===== src/pkg/rpmd_regs.svh =====
// register offsets, field positions and reset values of the port misc/debug bank
// assumes a byte-wide register port behind the device's serial control target
`ifndef RPMD_REGS_SVH
`define RPMD_REGS_SVH

`define RPMD_NUM_PORTS 2
`define RPMD_NUM_PINS 7

`define RPMD_ADDR_PORT_SELECT 8'h4C
`define RPMD_ADDR_FV_MIN 8'hBC
`define RPMD_ADDR_RSVD_BD 8'hBD
`define RPMD_ADDR_PD_DISABLE 8'hBE
`define RPMD_ADDR_RSVD_BF 8'hBF
`define RPMD_ADDR_PORT_DEBUG 8'hD0

`define RPMD_RST_FV_MIN 8'h00
`define RPMD_RST_RSVD 8'h00
`define RPMD_RST_PD_DISABLE 7'h00
`define RPMD_RST_PORT_DEBUG 8'h00
`define RPMD_RST_WR_SEL 2'h1
`define RPMD_RST_RD_SEL 1'h0

// port select: bits 1:0 write enables per port, bit 4 read port index
`define RPMD_SEL_WR_LSB 0
`define RPMD_SEL_WR_MSB 1
`define RPMD_SEL_RD_BIT 4

// port debug fields
`define RPMD_DBG_ONE_BIT 0
`define RPMD_DBG_CONT_BIT 1
`define RPMD_DBG_SELFTEST_BIT 5
`define RPMD_DBG_RW_MASK 8'hDF

`define RPMD_BYTE_ZERO 8'h00
`define RPMD_COUNT_ONE 8'h01
`define RPMD_COUNT_MAX 8'hFF

`endif


===== src/pkg/rpmd_pkg.sv =====
// state types of the port misc/debug register bank
// assumes rpmd_regs.svh is on the include path
`default_nettype none

package rpmd_pkg;

	typedef struct packed {
		logic [7:0] debugCtl;
		logic selftest;
		logic armed;
		logic [7:0] fvCount;
		logic fvFired;
		logic frameStart;
		logic bcCorrupt;
		logic [7:0] debugRead;
	} rpmd_port_s;

	typedef struct packed {
		logic [7:0] fvMinDuration;
		logic [7:0] rsvdBd;
		logic [6:0] pdDisable;
		logic [7:0] rsvdBf;
		logic [1:0] wrSel;
		logic rdSel;
		logic [7:0] rdData;
		logic [6:0] pulldownEn;
	} rpmd_top_s;

endpackage : rpmd_pkg

`default_nettype wire


===== src/rtl/rpmd_port.sv =====
// one receive port: debug register, frame valid qualifier, back-channel error injection
// assumes one clock, synchronous inputs and write strobes already routed to this port
`default_nettype none
`include "rpmd_regs.svh"

module rpmd_port
	import rpmd_pkg::*;
(
	// clock and reset
	input wire logic clk,
	input wire logic rst_n,
	// register access
	input wire logic debugWrEn,
	input wire logic [7:0] regWrData,
	input wire logic [7:0] fvMinDuration,
	// link side
	input wire logic rawMode,
	input wire logic frameValid,
	input wire logic remoteSelftest,
	input wire logic bcFrameStrobe,
	// results
	output logic [7:0] debugRead,
	output logic frameStart,
	output logic bcCorrupt
);

	rpmd_port_s st;
	rpmd_port_s next_st;
	logic writeOne;

	always_comb begin
		next_st = st;
		writeOne = debugWrEn && regWrData[`RPMD_DBG_ONE_BIT];
		if (debugWrEn) begin
			next_st.debugCtl = regWrData & `RPMD_DBG_RW_MASK;
		end
		// arm only on a 0-to-1 write of the single-shot bit
		if (writeOne && !st.debugCtl[`RPMD_DBG_ONE_BIT]) begin
			next_st.armed = 1'b1;
		end
		next_st.bcCorrupt = 1'b0;
		if (bcFrameStrobe) begin
			if (st.debugCtl[`RPMD_DBG_CONT_BIT]) begin
				next_st.bcCorrupt = 1'b1;
			end else if (st.armed) begin
				next_st.bcCorrupt = 1'b1;
			end
			// a frame consumes the armed error; a new arm in this cycle survives
			if (st.armed && !(writeOne && !st.debugCtl[`RPMD_DBG_ONE_BIT])) begin
				next_st.armed = 1'b0;
			end
		end
		// in raw mode, frame start only after frame valid stayed high long enough; otherwise on its first high cycle
		next_st.frameStart = 1'b0;
		if (!frameValid) begin
			next_st.fvCount = `RPMD_BYTE_ZERO;
			next_st.fvFired = 1'b0;
		end else begin
			if (st.fvCount != `RPMD_COUNT_MAX) begin
				next_st.fvCount = st.fvCount + `RPMD_COUNT_ONE;
			end
			if (!st.fvFired && (!rawMode || (st.fvCount >= fvMinDuration))) begin
				next_st.frameStart = 1'b1;
				next_st.fvFired = 1'b1;
			end
		end
		next_st.selftest = remoteSelftest;
		next_st.debugRead = next_st.debugCtl;
		next_st.debugRead[`RPMD_DBG_SELFTEST_BIT] = next_st.selftest;
	end

	always_ff @(posedge clk) begin
		if (!rst_n) begin
			st <= '0;
			st.debugCtl <= `RPMD_RST_PORT_DEBUG;
			st.debugRead <= `RPMD_RST_PORT_DEBUG;
		end else begin
			st <= next_st;
		end
	end

	assign debugRead = st.debugRead;
	assign frameStart = st.frameStart;
	assign bcCorrupt = st.bcCorrupt;

endmodule : rpmd_port

`default_nettype wire


===== src/rtl/rpmd_top.sv =====
// port misc/debug register bank: frame valid minimum, pin pulldown control, per-port debug
// assumes a byte register port from the serial control target, one read cycle latency,
// and synchronous link-side inputs on the same clock
`default_nettype none
`include "rpmd_regs.svh"

////////////////////////////////////////////////////////////////////////////////

module rpmd_top
	import rpmd_pkg::*;
(
	// clock and reset
	input wire logic clk,
	input wire logic rst_n,
	// register port
	input wire logic regWrEn,
	input wire logic regRdEn,
	input wire logic [7:0] regAddr,
	input wire logic [7:0] regWrData,
	output logic [7:0] regRdData,
	// pins
	input wire logic [6:0] pinIsOutput,
	output logic [6:0] pulldownEn,
	// receive ports
	input wire logic [1:0] rawMode,
	input wire logic [1:0] frameValid,
	input wire logic [1:0] remoteSelftest,
	input wire logic [1:0] bcFrameStrobe,
	output logic [1:0] frameStart,
	output logic [1:0] bcCorrupt
);

	////////////////////////////////////////////////////////////////////////////////
	// address decode

	function automatic logic addrHit(input logic [7:0] addr, input logic [7:0] target);
		addrHit = (addr == target);
	endfunction : addrHit

	rpmd_top_s st;
	rpmd_top_s next_st;
	logic [1:0] debugWrEn;
	logic [7:0] debugRead [`RPMD_NUM_PORTS];
	logic [7:0] portSelRead;

	////////////////////////////////////////////////////////////////////////////////
	// per-port debug blocks

	genvar gp;
	generate
		for (gp = 0; gp < `RPMD_NUM_PORTS; gp = gp + 1) begin : g_port
			// a write lands only on ports enabled in the select register
			assign debugWrEn[gp] = regWrEn && addrHit(regAddr, `RPMD_ADDR_PORT_DEBUG)
				&& st.wrSel[gp];

			rpmd_port u_port (
				.clk(clk),
				.rst_n(rst_n),
				.debugWrEn(debugWrEn[gp]),
				.regWrData(regWrData),
				.fvMinDuration(st.fvMinDuration),
				.rawMode(rawMode[gp]),
				.frameValid(frameValid[gp]),
				.remoteSelftest(remoteSelftest[gp]),
				.bcFrameStrobe(bcFrameStrobe[gp]),
				.debugRead(debugRead[gp]),
				.frameStart(frameStart[gp]),
				.bcCorrupt(bcCorrupt[gp])
			);
		end
	endgenerate

	////////////////////////////////////////////////////////////////////////////////
	// shared registers and read mux

	always_comb begin
		next_st = st;
		portSelRead = `RPMD_BYTE_ZERO;
		portSelRead[`RPMD_SEL_WR_MSB:`RPMD_SEL_WR_LSB] = st.wrSel;
		portSelRead[`RPMD_SEL_RD_BIT] = st.rdSel;
		if (regWrEn) begin
			if (addrHit(regAddr, `RPMD_ADDR_FV_MIN)) begin
				next_st.fvMinDuration = regWrData;
			end
			if (addrHit(regAddr, `RPMD_ADDR_RSVD_BD)) begin
				next_st.rsvdBd = regWrData;
			end
			if (addrHit(regAddr, `RPMD_ADDR_PD_DISABLE)) begin
				next_st.pdDisable = regWrData[`RPMD_NUM_PINS-1:0];
			end
			if (addrHit(regAddr, `RPMD_ADDR_RSVD_BF)) begin
				next_st.rsvdBf = regWrData;
			end
			if (addrHit(regAddr, `RPMD_ADDR_PORT_SELECT)) begin
				next_st.wrSel = regWrData[`RPMD_SEL_WR_MSB:`RPMD_SEL_WR_LSB];
				next_st.rdSel = regWrData[`RPMD_SEL_RD_BIT];
			end
		end
		if (regRdEn) begin
			case (regAddr)
				`RPMD_ADDR_FV_MIN: begin
					next_st.rdData = st.fvMinDuration;
				end
				`RPMD_ADDR_RSVD_BD: begin
					next_st.rdData = st.rsvdBd;
				end
				`RPMD_ADDR_PD_DISABLE: begin
					next_st.rdData = {1'b0, st.pdDisable};
				end
				`RPMD_ADDR_RSVD_BF: begin
					next_st.rdData = st.rsvdBf;
				end
				`RPMD_ADDR_PORT_SELECT: begin
					next_st.rdData = portSelRead;
				end
				`RPMD_ADDR_PORT_DEBUG: begin
					next_st.rdData = debugRead[st.rdSel];
				end
				default: begin
					next_st.rdData = `RPMD_BYTE_ZERO;
				end
			endcase
		end
		// pulldown on at pins not set as output, unless disabled
		next_st.pulldownEn = ~pinIsOutput & ~st.pdDisable;
	end

	always_ff @(posedge clk) begin
		if (!rst_n) begin
			st.fvMinDuration <= `RPMD_RST_FV_MIN;
			st.rsvdBd <= `RPMD_RST_RSVD;
			st.pdDisable <= `RPMD_RST_PD_DISABLE;
			st.rsvdBf <= `RPMD_RST_RSVD;
			st.wrSel <= `RPMD_RST_WR_SEL;
			st.rdSel <= `RPMD_RST_RD_SEL;
			st.rdData <= `RPMD_BYTE_ZERO;
			st.pulldownEn <= `RPMD_RST_PD_DISABLE;
		end else begin
			st <= next_st;
		end
	end

	assign regRdData = st.rdData;
	assign pulldownEn = st.pulldownEn;

endmodule : rpmd_top

`default_nettype wire


===== config.mk =====
export PLATFORM = sky130hd
export DESIGN_NAME = rpmd_top
export DESIGN_NICKNAME = d
export VERILOG_FILES = /design/src/pkg/rpmd_pkg.sv /design/src/rtl/rpmd_port.sv /design/src/rtl/rpmd_top.sv
export VERILOG_INCLUDE_DIRS = /design/src /design/src/pkg
export SDC_FILE = /design/constraint.sdc
export NUM_CORES = 1
export LEC_CHECK = 0
export ABC_CLOCK_PERIOD_IN_PS = 3100
export BUFFER_PORTS_ARGS = -buffer_cell sky130_fd_sc_hd__buf_2
export CAP_MARGIN = 20
export CORE_MARGIN = 1
export CORE_UTILIZATION = 55
export CTS_CLUSTER_SIZE = 8
export DETAILED_ROUTE_END_ITERATION = 16
export PLACE_DENSITY = 0.77
export SYNTH_ARGS = -nofsm -noshare
export SYNTH_HDL_FRONTEND = slang
export SYNTH_SLANG_ARGS = --single-unit

===== constraint.sdc =====
create_clock -name clk -period 3.1 [get_ports clk]
set_input_delay 0.155 -clock clk [delete_from_list [all_inputs] [get_ports clk]]
set_output_delay 0.155 -clock clk [all_outputs]
set_load 0.01 [all_outputs]

### Word-level counts from Yosys, hierarchy flattened

Index checks and enable logic that the tools add are counted.
W data, S select, Z words.

* logic and storage cells: 87
* output and inout bits: 19
* register bits after elaboration: 103

* $add $sub $neg: 2
* $lt $le $gt $ge: 3
* reduce and logical (&&, ||, !) cells: 30
* multiplexer cells: 18
* bitwise logic cells: 4
* equality and inequality tests: 8

Operator list (number)
* $pmux W8 S6: 1
* $eq A8 B8 Y1 const B: 5
* $mux W8: 5
* $reduce_and A2 Y1: 9
* $add A8 B1 Y8 const B: 2
* $ge A8 B8 Y1: 2
* $ne A8 B8 Y1 const B: 2
* $not A7 Y7: 2
* $mux W1: 12
* $logic_and A1 B1 Y1: 11
* $eq A8 B7 Y1 const B: 1
* $logic_not A1 Y1: 8
* $and A7 B7 Y7: 1
* $ge A2 B2 Y1 const B: 1
* $logic_or A1 B1 Y1: 2
* $not A1 Y2: 1

### Logic depth before layout (Yosys ltp)

Gate-level depths: netlist (run 1).

* depth after elaboration: 9
* gate-level depth with buffers: 6

### Cells and area by module

A second synthesis (run 1) with hierarchy kept.

* cells, all modules: 464
* area total of the unflattened synthesis: 4574.4 µm²

By module, submodules not included
* rpmd_top: area each 2444.8 µm², cells an instance 232, sequential area each 980.9 µm², times used 1
* rpmd_port: area each 1064.8 µm², cells an instance 116, sequential area each 400.4 µm², times used 2

### Worst setup path after synthesis (run 1)

No wires, ideal clock.

* path kind: reg2reg
* start point: register g_port[1].u_port.st[11] (netlist bit)
* end point: register g_port[1].u_port.st[12] (netlist bit)
* library setup time: 122 ps
* stages on the path, launching flop included: 7
* required time: 2978 ps
* setup slack: 1605 ps
* arrival: 1372 ps
* cell sequence: dfxtp_1 -> ha_1 -> nand4_1 -> or2_2 -> clkbuf_1 -> mux2i_1 -> nor2_1

* word-level cells in the longest chain between the ends: 1

Ends and longest elaborated chain
* from (decl): line rpmd_port.sv:27 `rpmd_port_s st;`
* from (signal assigned): line rpmd_port.sv:78 `st <= next_st;`
* $add A8 B1 Y8 (no source line) / $ne A8 B8 Y1 (equally long branches)

Parallel ways exist; a longest one is shown, timed or not.
A chain may end at the register's enable or synchronous reset.

### Worst setup path in the final report (run 1)

* start point: register g_port[0].u_port.st[11] (netlist bit)
* end point: register g_port[0].u_port.st[10] (netlist bit)

* word-level cells in the longest chain between the ends: 3

Ends and longest elaborated chain
* from (decl): line rpmd_port.sv:27
* from (signal assigned): line rpmd_port.sv:78
* $ge A8 B8 Y1: line rpmd_port.sv:62 `if (!st.fvFired && (!rawMode || (st.fvCount >= fvMinDuration))) begin`
* $logic_or A1 B1 Y1: line rpmd_port.sv:62
* $logic_and A1 B1 Y1: line rpmd_port.sv:62

Every way passes these cells.

==> results_dict.tcl, run 1 <==
set metrics [dict create \
    mostFrequentLayoutCells "sky130_fd_sc_hd__dfxtp_1 (89), sky130_fd_sc_hd__o21ai_0 (60), sky130_fd_sc_hd__nand3_1 (53), sky130_fd_sc_hd__buf_2 (53), sky130_fd_sc_hd__ha_1 (18)" \
    ordered_list_of_cells_on_the_worst_path "inv_1 -> ha_1 -> nand2b_1 -> a21o_1 -> a31oi_1 -> o31ai_1" \
    rsz0062_at_grt "false" \
    regArea_um2 1780 \
    post-place-cells 550 \
    worst_pin_slew_ns 0.623 \
    htree_num_levels 3 \
    ys.flop_type "sky130_fd_sc_hd__dfxtp_1" \
    drt_wl_total_um 8930 \
    finalCoreUtilization 0.629 \
    dr.pass1.iters 5 \
    cts.repair.resized 0 \
    vdd_drop_max_mv 0.312 \
    place_ws_ns 1.35 \
    globalRouteOverflowTotal 0 \
    netSwitchingPower_uw 468 \
    synthesized_flop_and_latch_total 89 \
    place_hpwl_um 6300 \
    p_sw_frac 0.219 \
    tritoncts "done" \
    r2r-end "g_port[0].u_port.st[10]$_SDFFE_PN0P_" \
    p_int_uw 1670 \
    min_delay_endpoint "g_port[1].u_port.bcCorrupt$_SDFF_PN0_" \
    layout_min_cycle_time_ns 1.64 \
    grt_pass1_wl_um 14300 \
    cts_num_sinks 89 \
    timing.critical_path.fanout_max 6 \
    nNetsFinal 524 \
    fin_hold_ws_ns 0.0429 \
    io_pins 54 \
    fillers 645 \
    critical-path-top-delay-family "compound AO/OA/AOI/OAI gates" \
    seq_power_share 0.548 \
    globalRouteTotalUtil 0.244 \
    timing.setup.tns_ns 0 \
    die_area_um2 7840 \
    clock_power_share 0.386 \
    detailroute.via_count 3314 \
    vert_die_dim_um 88.5 \
    synth-edff-count 0 \
    timing.setup.critical_path_class "register to register" \
    n_antenna_cell 0 \
    clkLatencyLatePin_ns 0.36 \
    setup_violations 0 \
    power_density_nw_per_um2 468 \
    post_dr_vias_cell 5.78 \
    final_common_cell "sky130_fd_sc_hd__dfxtp_1" \
    wire_per_inst_um 15.6 \
    worstSetupPathDepth 6 \
    die-width_um 88.5 \
    drc 0 \
    post_route_cells_drive_above_1_share 0.192 \
    end_kind "register" \
    worst_r2r_path_depth 6 \
    cts.reportedPaths.clkPinSlew_ns 0.09 \
    hold_depth 2 \
    hold_crit_path_type "primary input to register" \
    regToRegStartpoint "g_port[0].u_port.st[11]$_SDFFE_PN0P_" \
    syn-mean-instance-area_um2 9.36 \
    gp_routability_congestion 0.909 \
    dr.first_iter.drc_count 169 \
    gate_count_post_synth 440 \
    proportion_of_synthesized_chip_area_in_sequential_cells 0.433 \
    ys_async_sr_fraction 0 \
    yosys_warnings 0 \
    crit_slowest_cell "sky130_fd_sc_hd__dfxtp_1" \
    maxCapViolCount 0 \
    clock-root-buffer "sky130_fd_sc_hd__clkbuf_8" \
    number_of_buffers_created_by_cts 9 \
    area_growth_pct 10.8 \
    postSynthNetCount 493 \
    worst_clock_skew_ns 0.00953 \
    hold_path_startpoint "bcFrameStrobe[1]" \
    core_area_um2 7250 \
    mappedNetlistArea_um2 4120 \
    final.period_utilization 0.530 \
    antenna_left 0 \
    critical_path.startpoint_type "register" \
    p_leak_uw 0.00181 \
    cp_num_buf_inv 1 \
    hold_viol 0 \
    initial_utilization 0.568 \
    comb_power_share 0.066 \
    timing_max_transition_violations_final 0 \
    number_of_global_route_vias_before_repair 2982 \
    placement_rows 31 \
    timing.critical_path.slowest_cell_delay_ns 0.44 \
    area_taken_by_multi_input_logic_gates_um2 2030 \
    fin_ws_ns 1.46 \
    largest_net_degree_at_the_start_of_global_routing 38 \
    clk_path_buf_depth 2 \
    post_synthesis_cell_type_count 48 \
    layout_cells_excl_fill 573 \
    grt_antenna_before_repair 0 \
    buffer_ports.inserted 53 \
    ff2ff_setup_slack_ns 1.46 \
    worst-endpoint-required_ns 3.33 \
    max_fclk_mhz 608 \
    worst_slew_margin_rel 0.585 \
    run_status "complete, no violations" \
    worst-endpoint-arrival_ns 1.87 \
]
power groups by stage:
stage                     registers (µW)  logic, µW  clock network (µW)
final                               1170        141                 824
after global routing                1170        155                 888
after CTS                           1170        141                 841
after detailed placement            1200        132                   0
after global placement              1200        128                   0
after floorplan                     1190       94.1                   0
registers in the layout (all words and copies together) (netlist names):
| name | count |
|---|---|
| st | 31 |
| regRdData | 8 |
| g_port.u_port.bcCorrupt | 2 |
| g_port.u_port.st | 20 |
| g_port.u_port.frameStart | 2 |
| pulldownEn | 7 |
| portSelRead | 3 |
| g_port.u_port.debugRead | 16 |
how the worst max path moves through the flow:
| stage | startpoint | endpoint |
|---|---|---|
| finish | g_port[0].u_port.st[11]$_SDFFE_PN0P_ | g_port[0].u_port.st[10]$_SDFFE_PN0P_ |
| CTS | g_port[0].u_port.st[12]$_SDFFE_PN0P_ | g_port[0].u_port.st[12]$_SDFFE_PN0P_ |
| global placement | regAddr[0] | g_port[0].u_port.debugRead[0]$_SDFFE_PN0N_ |
| floorplan | g_port[1].u_port.st[11]$_SDFFE_PN0P_ | g_port[1].u_port.st[12]$_SDFFE_PN0P_ |
| global route | g_port[1].u_port.st[11]$_SDFFE_PN0P_ | g_port[1].u_port.st[11]$_SDFFE_PN0P_ |
| detailed placement | rst_n | g_port[0].u_port.frameStart$_SDFF_PN0_ |
cells in the mapped netlist (3+ instances only):
| cell | n | area (µm²) |
|---|---|---|
| sky130_fd_sc_hd__dfxtp_1 | 89 | 1780 |
| sky130_fd_sc_hd__o21ai_0 | 60 | 300 |
| sky130_fd_sc_hd__nand3_1 | 53 | 265 |
| sky130_fd_sc_hd__buf_4 | 22 | 165 |
| sky130_fd_sc_hd__ha_1 | 18 | 225 |
| sky130_fd_sc_hd__nand2_1 | 17 | 63.8 |
| sky130_fd_sc_hd__nor2_1 | 15 | 56.3 |
| sky130_fd_sc_hd__clkbuf_1 | 13 | 48.8 |
| sky130_fd_sc_hd__inv_1 | 12 | 45.0 |
| sky130_fd_sc_hd__a21oi_1 | 9 | 45.0 |
| sky130_fd_sc_hd__nand4_1 | 9 | 56.3 |
| sky130_fd_sc_hd__a31oi_1 | 8 | 50.1 |
| sky130_fd_sc_hd__mux2_2 | 7 | 78.8 |
| sky130_fd_sc_hd__mux4_2 | 7 | 158 |
| sky130_fd_sc_hd__nor3b_1 | 7 | 52.6 |
| sky130_fd_sc_hd__and2_1 | 6 | 37.5 |
| sky130_fd_sc_hd__buf_2 | 6 | 30.0 |
| sky130_fd_sc_hd__mux2i_1 | 6 | 60.1 |
| sky130_fd_sc_hd__nand3b_1 | 6 | 45.0 |
| sky130_fd_sc_hd__nor3_1 | 6 | 30.0 |
| sky130_fd_sc_hd__a32oi_1 | 5 | 43.8 |
| sky130_fd_sc_hd__buf_1 | 5 | 18.8 |
| sky130_fd_sc_hd__nor2b_1 | 5 | 31.3 |
| sky130_fd_sc_hd__o2111ai_1 | 5 | 43.8 |
| sky130_fd_sc_hd__a211oi_1 | 4 | 30.0 |
| sky130_fd_sc_hd__a21o_1 | 3 | 22.5 |
| sky130_fd_sc_hd__nand4_2 | 3 | 37.5 |
| sky130_fd_sc_hd__o31ai_1 | 3 | 22.5 |
| sky130_fd_sc_hd__xor2_1 | 3 | 26.3 |
what timing repair did:
item	4_1_cts	5_1_grt
hold endpoints to repair	9	0
hold buffers	9	0
buffers inserted	0	0
area by class of cell:
class	count	share of cell area
clock inverters	3	0.0148
multi-input cells	293	0.444
flip-flops and latches	89	0.390
clock buffers	11	0.0288
well taps	99	0.0271
repair buffers	66	0.0845
inverters	12	0.00987
logic make-up after synthesis:
logic type | synth area share
buffers and inverters | 0.0748
DFF | 0.433
xor gates and xnor gates | 0.0106
adders and majority gates | 0.0547
muxes | 0.0720
and+or+nand+nor | 0.198
AOI/OAI and AO/OA | 0.158
layer usage:
layer / vias up / part of all wire / GRT usage / wire [µm]
li1: 1668 / - / - / -
met1: 1540 / 0.44 / 0.313 / 3930
met2: 90 / 0.49 / 0.401 / 4360
met3: 16 / 0.056 / 0.0513 / 503
met4: 0 / 0.014 / 0.0982 / 123
met5: - / 0 / 0 / 0
stage by stage:
| stage | cell area [µm²] | power, µW |
|---|---|---|
| final | 4560 | 2140 |
| after CTS | 4560 | 2150 |
| after floorplan | 4120 | 1290 |
| after detailed placement | 4270 | 1330 |
| after global placement | 4270 | 1320 |
| after global routing | 4560 | 2220 |
(Power assumes the default switching activity.)
==> run 2: changes to the inputs <==
--- a/config.mk
+++ b/config.mk
@@ -6,7 +6,7 @@
 export SDC_FILE = /design/constraint.sdc
 export NUM_CORES = 1
 export LEC_CHECK = 0
-export ABC_CLOCK_PERIOD_IN_PS = 3100
+export ABC_CLOCK_PERIOD_IN_PS = 1650
 export BUFFER_PORTS_ARGS = -buffer_cell sky130_fd_sc_hd__buf_2
 export CAP_MARGIN = 20
 export CORE_MARGIN = 1
==> constraint.sdc (replaced) <==
create_clock -name clk -period 1.65 [get_ports clk]
set_input_delay 0.0825 -clock clk [delete_from_list [all_inputs] [get_ports clk]]
set_output_delay 0.0825 -clock clk [all_outputs]
set_load 0.01 [all_outputs]
==> run 2 against run 1 <==
Against the previous run:
- maximum frequency increased by 8.2%
- register-to-register slack worse by 1.3 ns
- clock-buffer cell count down 1
- worst setup slack got worse by 1.3 ns
- total power grew 93%
==> results_dict.tcl, run 2 (same netlist as run 1, synthesis figures left out) <==
set metrics [dict create \
    final.period_utilization 0.920 \
    crit_slowest_cell "sky130_fd_sc_hd__dfxtp_2" \
    fillers 601 \
    timing.setup.critical_path_class "register to register" \
    core_area_um2 7250 \
    mostFrequentLayoutCells "sky130_fd_sc_hd__dfxtp_1 (85), sky130_fd_sc_hd__o21ai_0 (60), sky130_fd_sc_hd__nand3_1 (53), sky130_fd_sc_hd__buf_2 (53), sky130_fd_sc_hd__nand2_1 (17)" \
    cp_num_buf_inv 1 \
    clkLatencyLatePin_ns 0.35 \
    gp_routability_congestion 0.865 \
    timing.critical_path.slowest_cell_delay_ns 0.39 \
    globalRouteOverflowTotal 0 \
    timing.critical_path.fanout_max 6 \
    timing_max_transition_violations_final 0 \
    ordered_list_of_cells_on_the_worst_path "inv_1 -> ha_1 -> nand2b_1 -> a21o_1 -> a31oi_1 -> o21ai_0" \
    clk_path_buf_depth 2 \
    worst-endpoint-required_ns 1.89 \
    place_hpwl_um 6360 \
    tritoncts "done" \
    grt_pass1_wl_um 14700 \
    vert_die_dim_um 88.5 \
    p_leak_uw 0.00188 \
    initial_utilization 0.568 \
    io_pins 54 \
    drc 0 \
    vdd_drop_max_mv 0.520 \
    dr.first_iter.drc_count 285 \
    worst_slew_margin_rel 0.740 \
    finalCoreUtilization 0.648 \
    timing.setup.tns_ns 0 \
    max_fclk_mhz 659 \
    stdcell_area_um2 4700 \
    n_antenna_cell 0 \
    setup_violations 0 \
    area_growth_pct 14.1 \
    end_kind "register" \
    area_taken_by_multi_input_logic_gates_um2 2040 \
    post_dr_vias_cell 5.88 \
    largest_register_ffs 31 \
    fin_hold_ws_ns 0.0469 \
    post_route_cells_drive_above_1_share 0.222 \
    grt_antenna_before_repair 0 \
    final_common_cell "sky130_fd_sc_hd__dfxtp_1" \
    postPlaceCellArea_um2 4340 \
    buffer_ports.inserted 53 \
    wire_per_inst_um 15.6 \
    regArea_um2 1790 \
    dr.pass1.iters 5 \
    hold_crit_path_type "primary input to register" \
    detailroute.via_count 3439 \
    nNetsFinal 535 \
    die_area_um2 7840 \
    antenna_left 0 \
    critical-path-top-delay-family "compound AO/OA/AOI/OAI gates" \
    rsz0062_at_grt "false" \
    hold_viol 0 \
    largest_net_degree_at_the_start_of_global_routing 55 \
    die-width_um 88.5 \
    run_status "complete, no violations" \
    layout_min_cycle_time_ns 1.52 \
    power_density_nw_per_um2 875 \
    clock-root-buffer "sky130_fd_sc_hd__clkbuf_8" \
    critical_path.startpoint_type "register" \
    number_of_global_route_vias_before_repair 3086 \
    post-place-cells 557 \
    layout_top_registers "st (31), g_port.u_port.st (20), g_port.u_port.debugRead (16)" \
    maxCapViolCount 0 \
    drt_wl_total_um 9140 \
    post_cts.repair.setup_buffers 0 \
    cts.reportedPaths.clkPinSlew_ns 0.08 \
    worst_clock_skew_ns 0.0104 \
    placement_rows 31 \
    globalRouteTotalUtil 0.247 \
    layout_cells_excl_fill 585 \
    largest_register "st" \
    cts_num_sinks 89 \
    worst-endpoint-arrival_ns 1.76 \
    htree_num_levels 3 \
    worst_pin_slew_ns 0.389 \
    number_of_buffers_created_by_cts 9 \
]
## run 2: final timing paths
kind                            depth (start not counted)  slack, ns                                      to                            startpoint
worst max-delay path                                    6       0.13  g_port[0].u_port.frameStart$_SDFF_PN0_  g_port[0].u_port.st[11]$_SDFFE_PN0P_
worst min-delay path                                    3       0.05             portSelRead[4]$_SDFFE_PN0P_                          regWrData[4]
worst max register to register                          6       0.13  g_port[0].u_port.frameStart$_SDFF_PN0_  g_port[0].u_port.st[11]$_SDFFE_PN0P_
worst min register to register                          1       0.46                pulldownEn[2]$_SDFF_PN0_                   st[28]$_SDFFE_PN0P_
## run 2: power breakdown
part,switching (µW),total [µW],internal [µW]
sequential,19.3,2200,2180
clock,747,1630,883
combinational,154,282,128
total,920,4110,3190
## run 2: area by class of cell
cell class | instances | share of cell area
inverters | 12 | 0.00958
well taps | 99 | 0.0264
repair buffers | 77 | 0.104
clock inverters | 5 | 0.0170
flip-flops and latches | 89 | 0.380
multi-input cells | 293 | 0.433
clock buffers | 10 | 0.0293
## run 2: repair_timing
action                                 in CTS  in global routing
gates resized for setup                     0                  7
setup endpoints to repair                   0                  9
hold buffers                               13                  0
endpoints found under the hold margin      14                  0
## run 2: stage by stage
stage,worst slack (ns),total power [µW]
after global routing,0.0440,4280
after floorplan,0.155,2420
after CTS,0.0369,4150
after detailed placement,0.0482,2500
after global placement,0.167,2500
final,0.132,4110
## run 2: metal layers
metal | wire length (µm) | vias up | part of all wire | track usage
met3 | 358 | 17 | 0.039 | 0.0345
met2 | 4450 | 100 | 0.49 | 0.410
met5 | 0 | - | 0 | 0
met1 | 4150 | 1637 | 0.45 | 0.322
li1 | - | 1685 | - | -
met4 | 180 | 0 | 0.020 | 0.107
## run 2: worst min-delay path: cells and delay by family
kind	cells	cell delay, ns
AND/OR/NAND/NOR	1	0.10
multiplexers	1	0.08
buffers and inverters	1	0.10
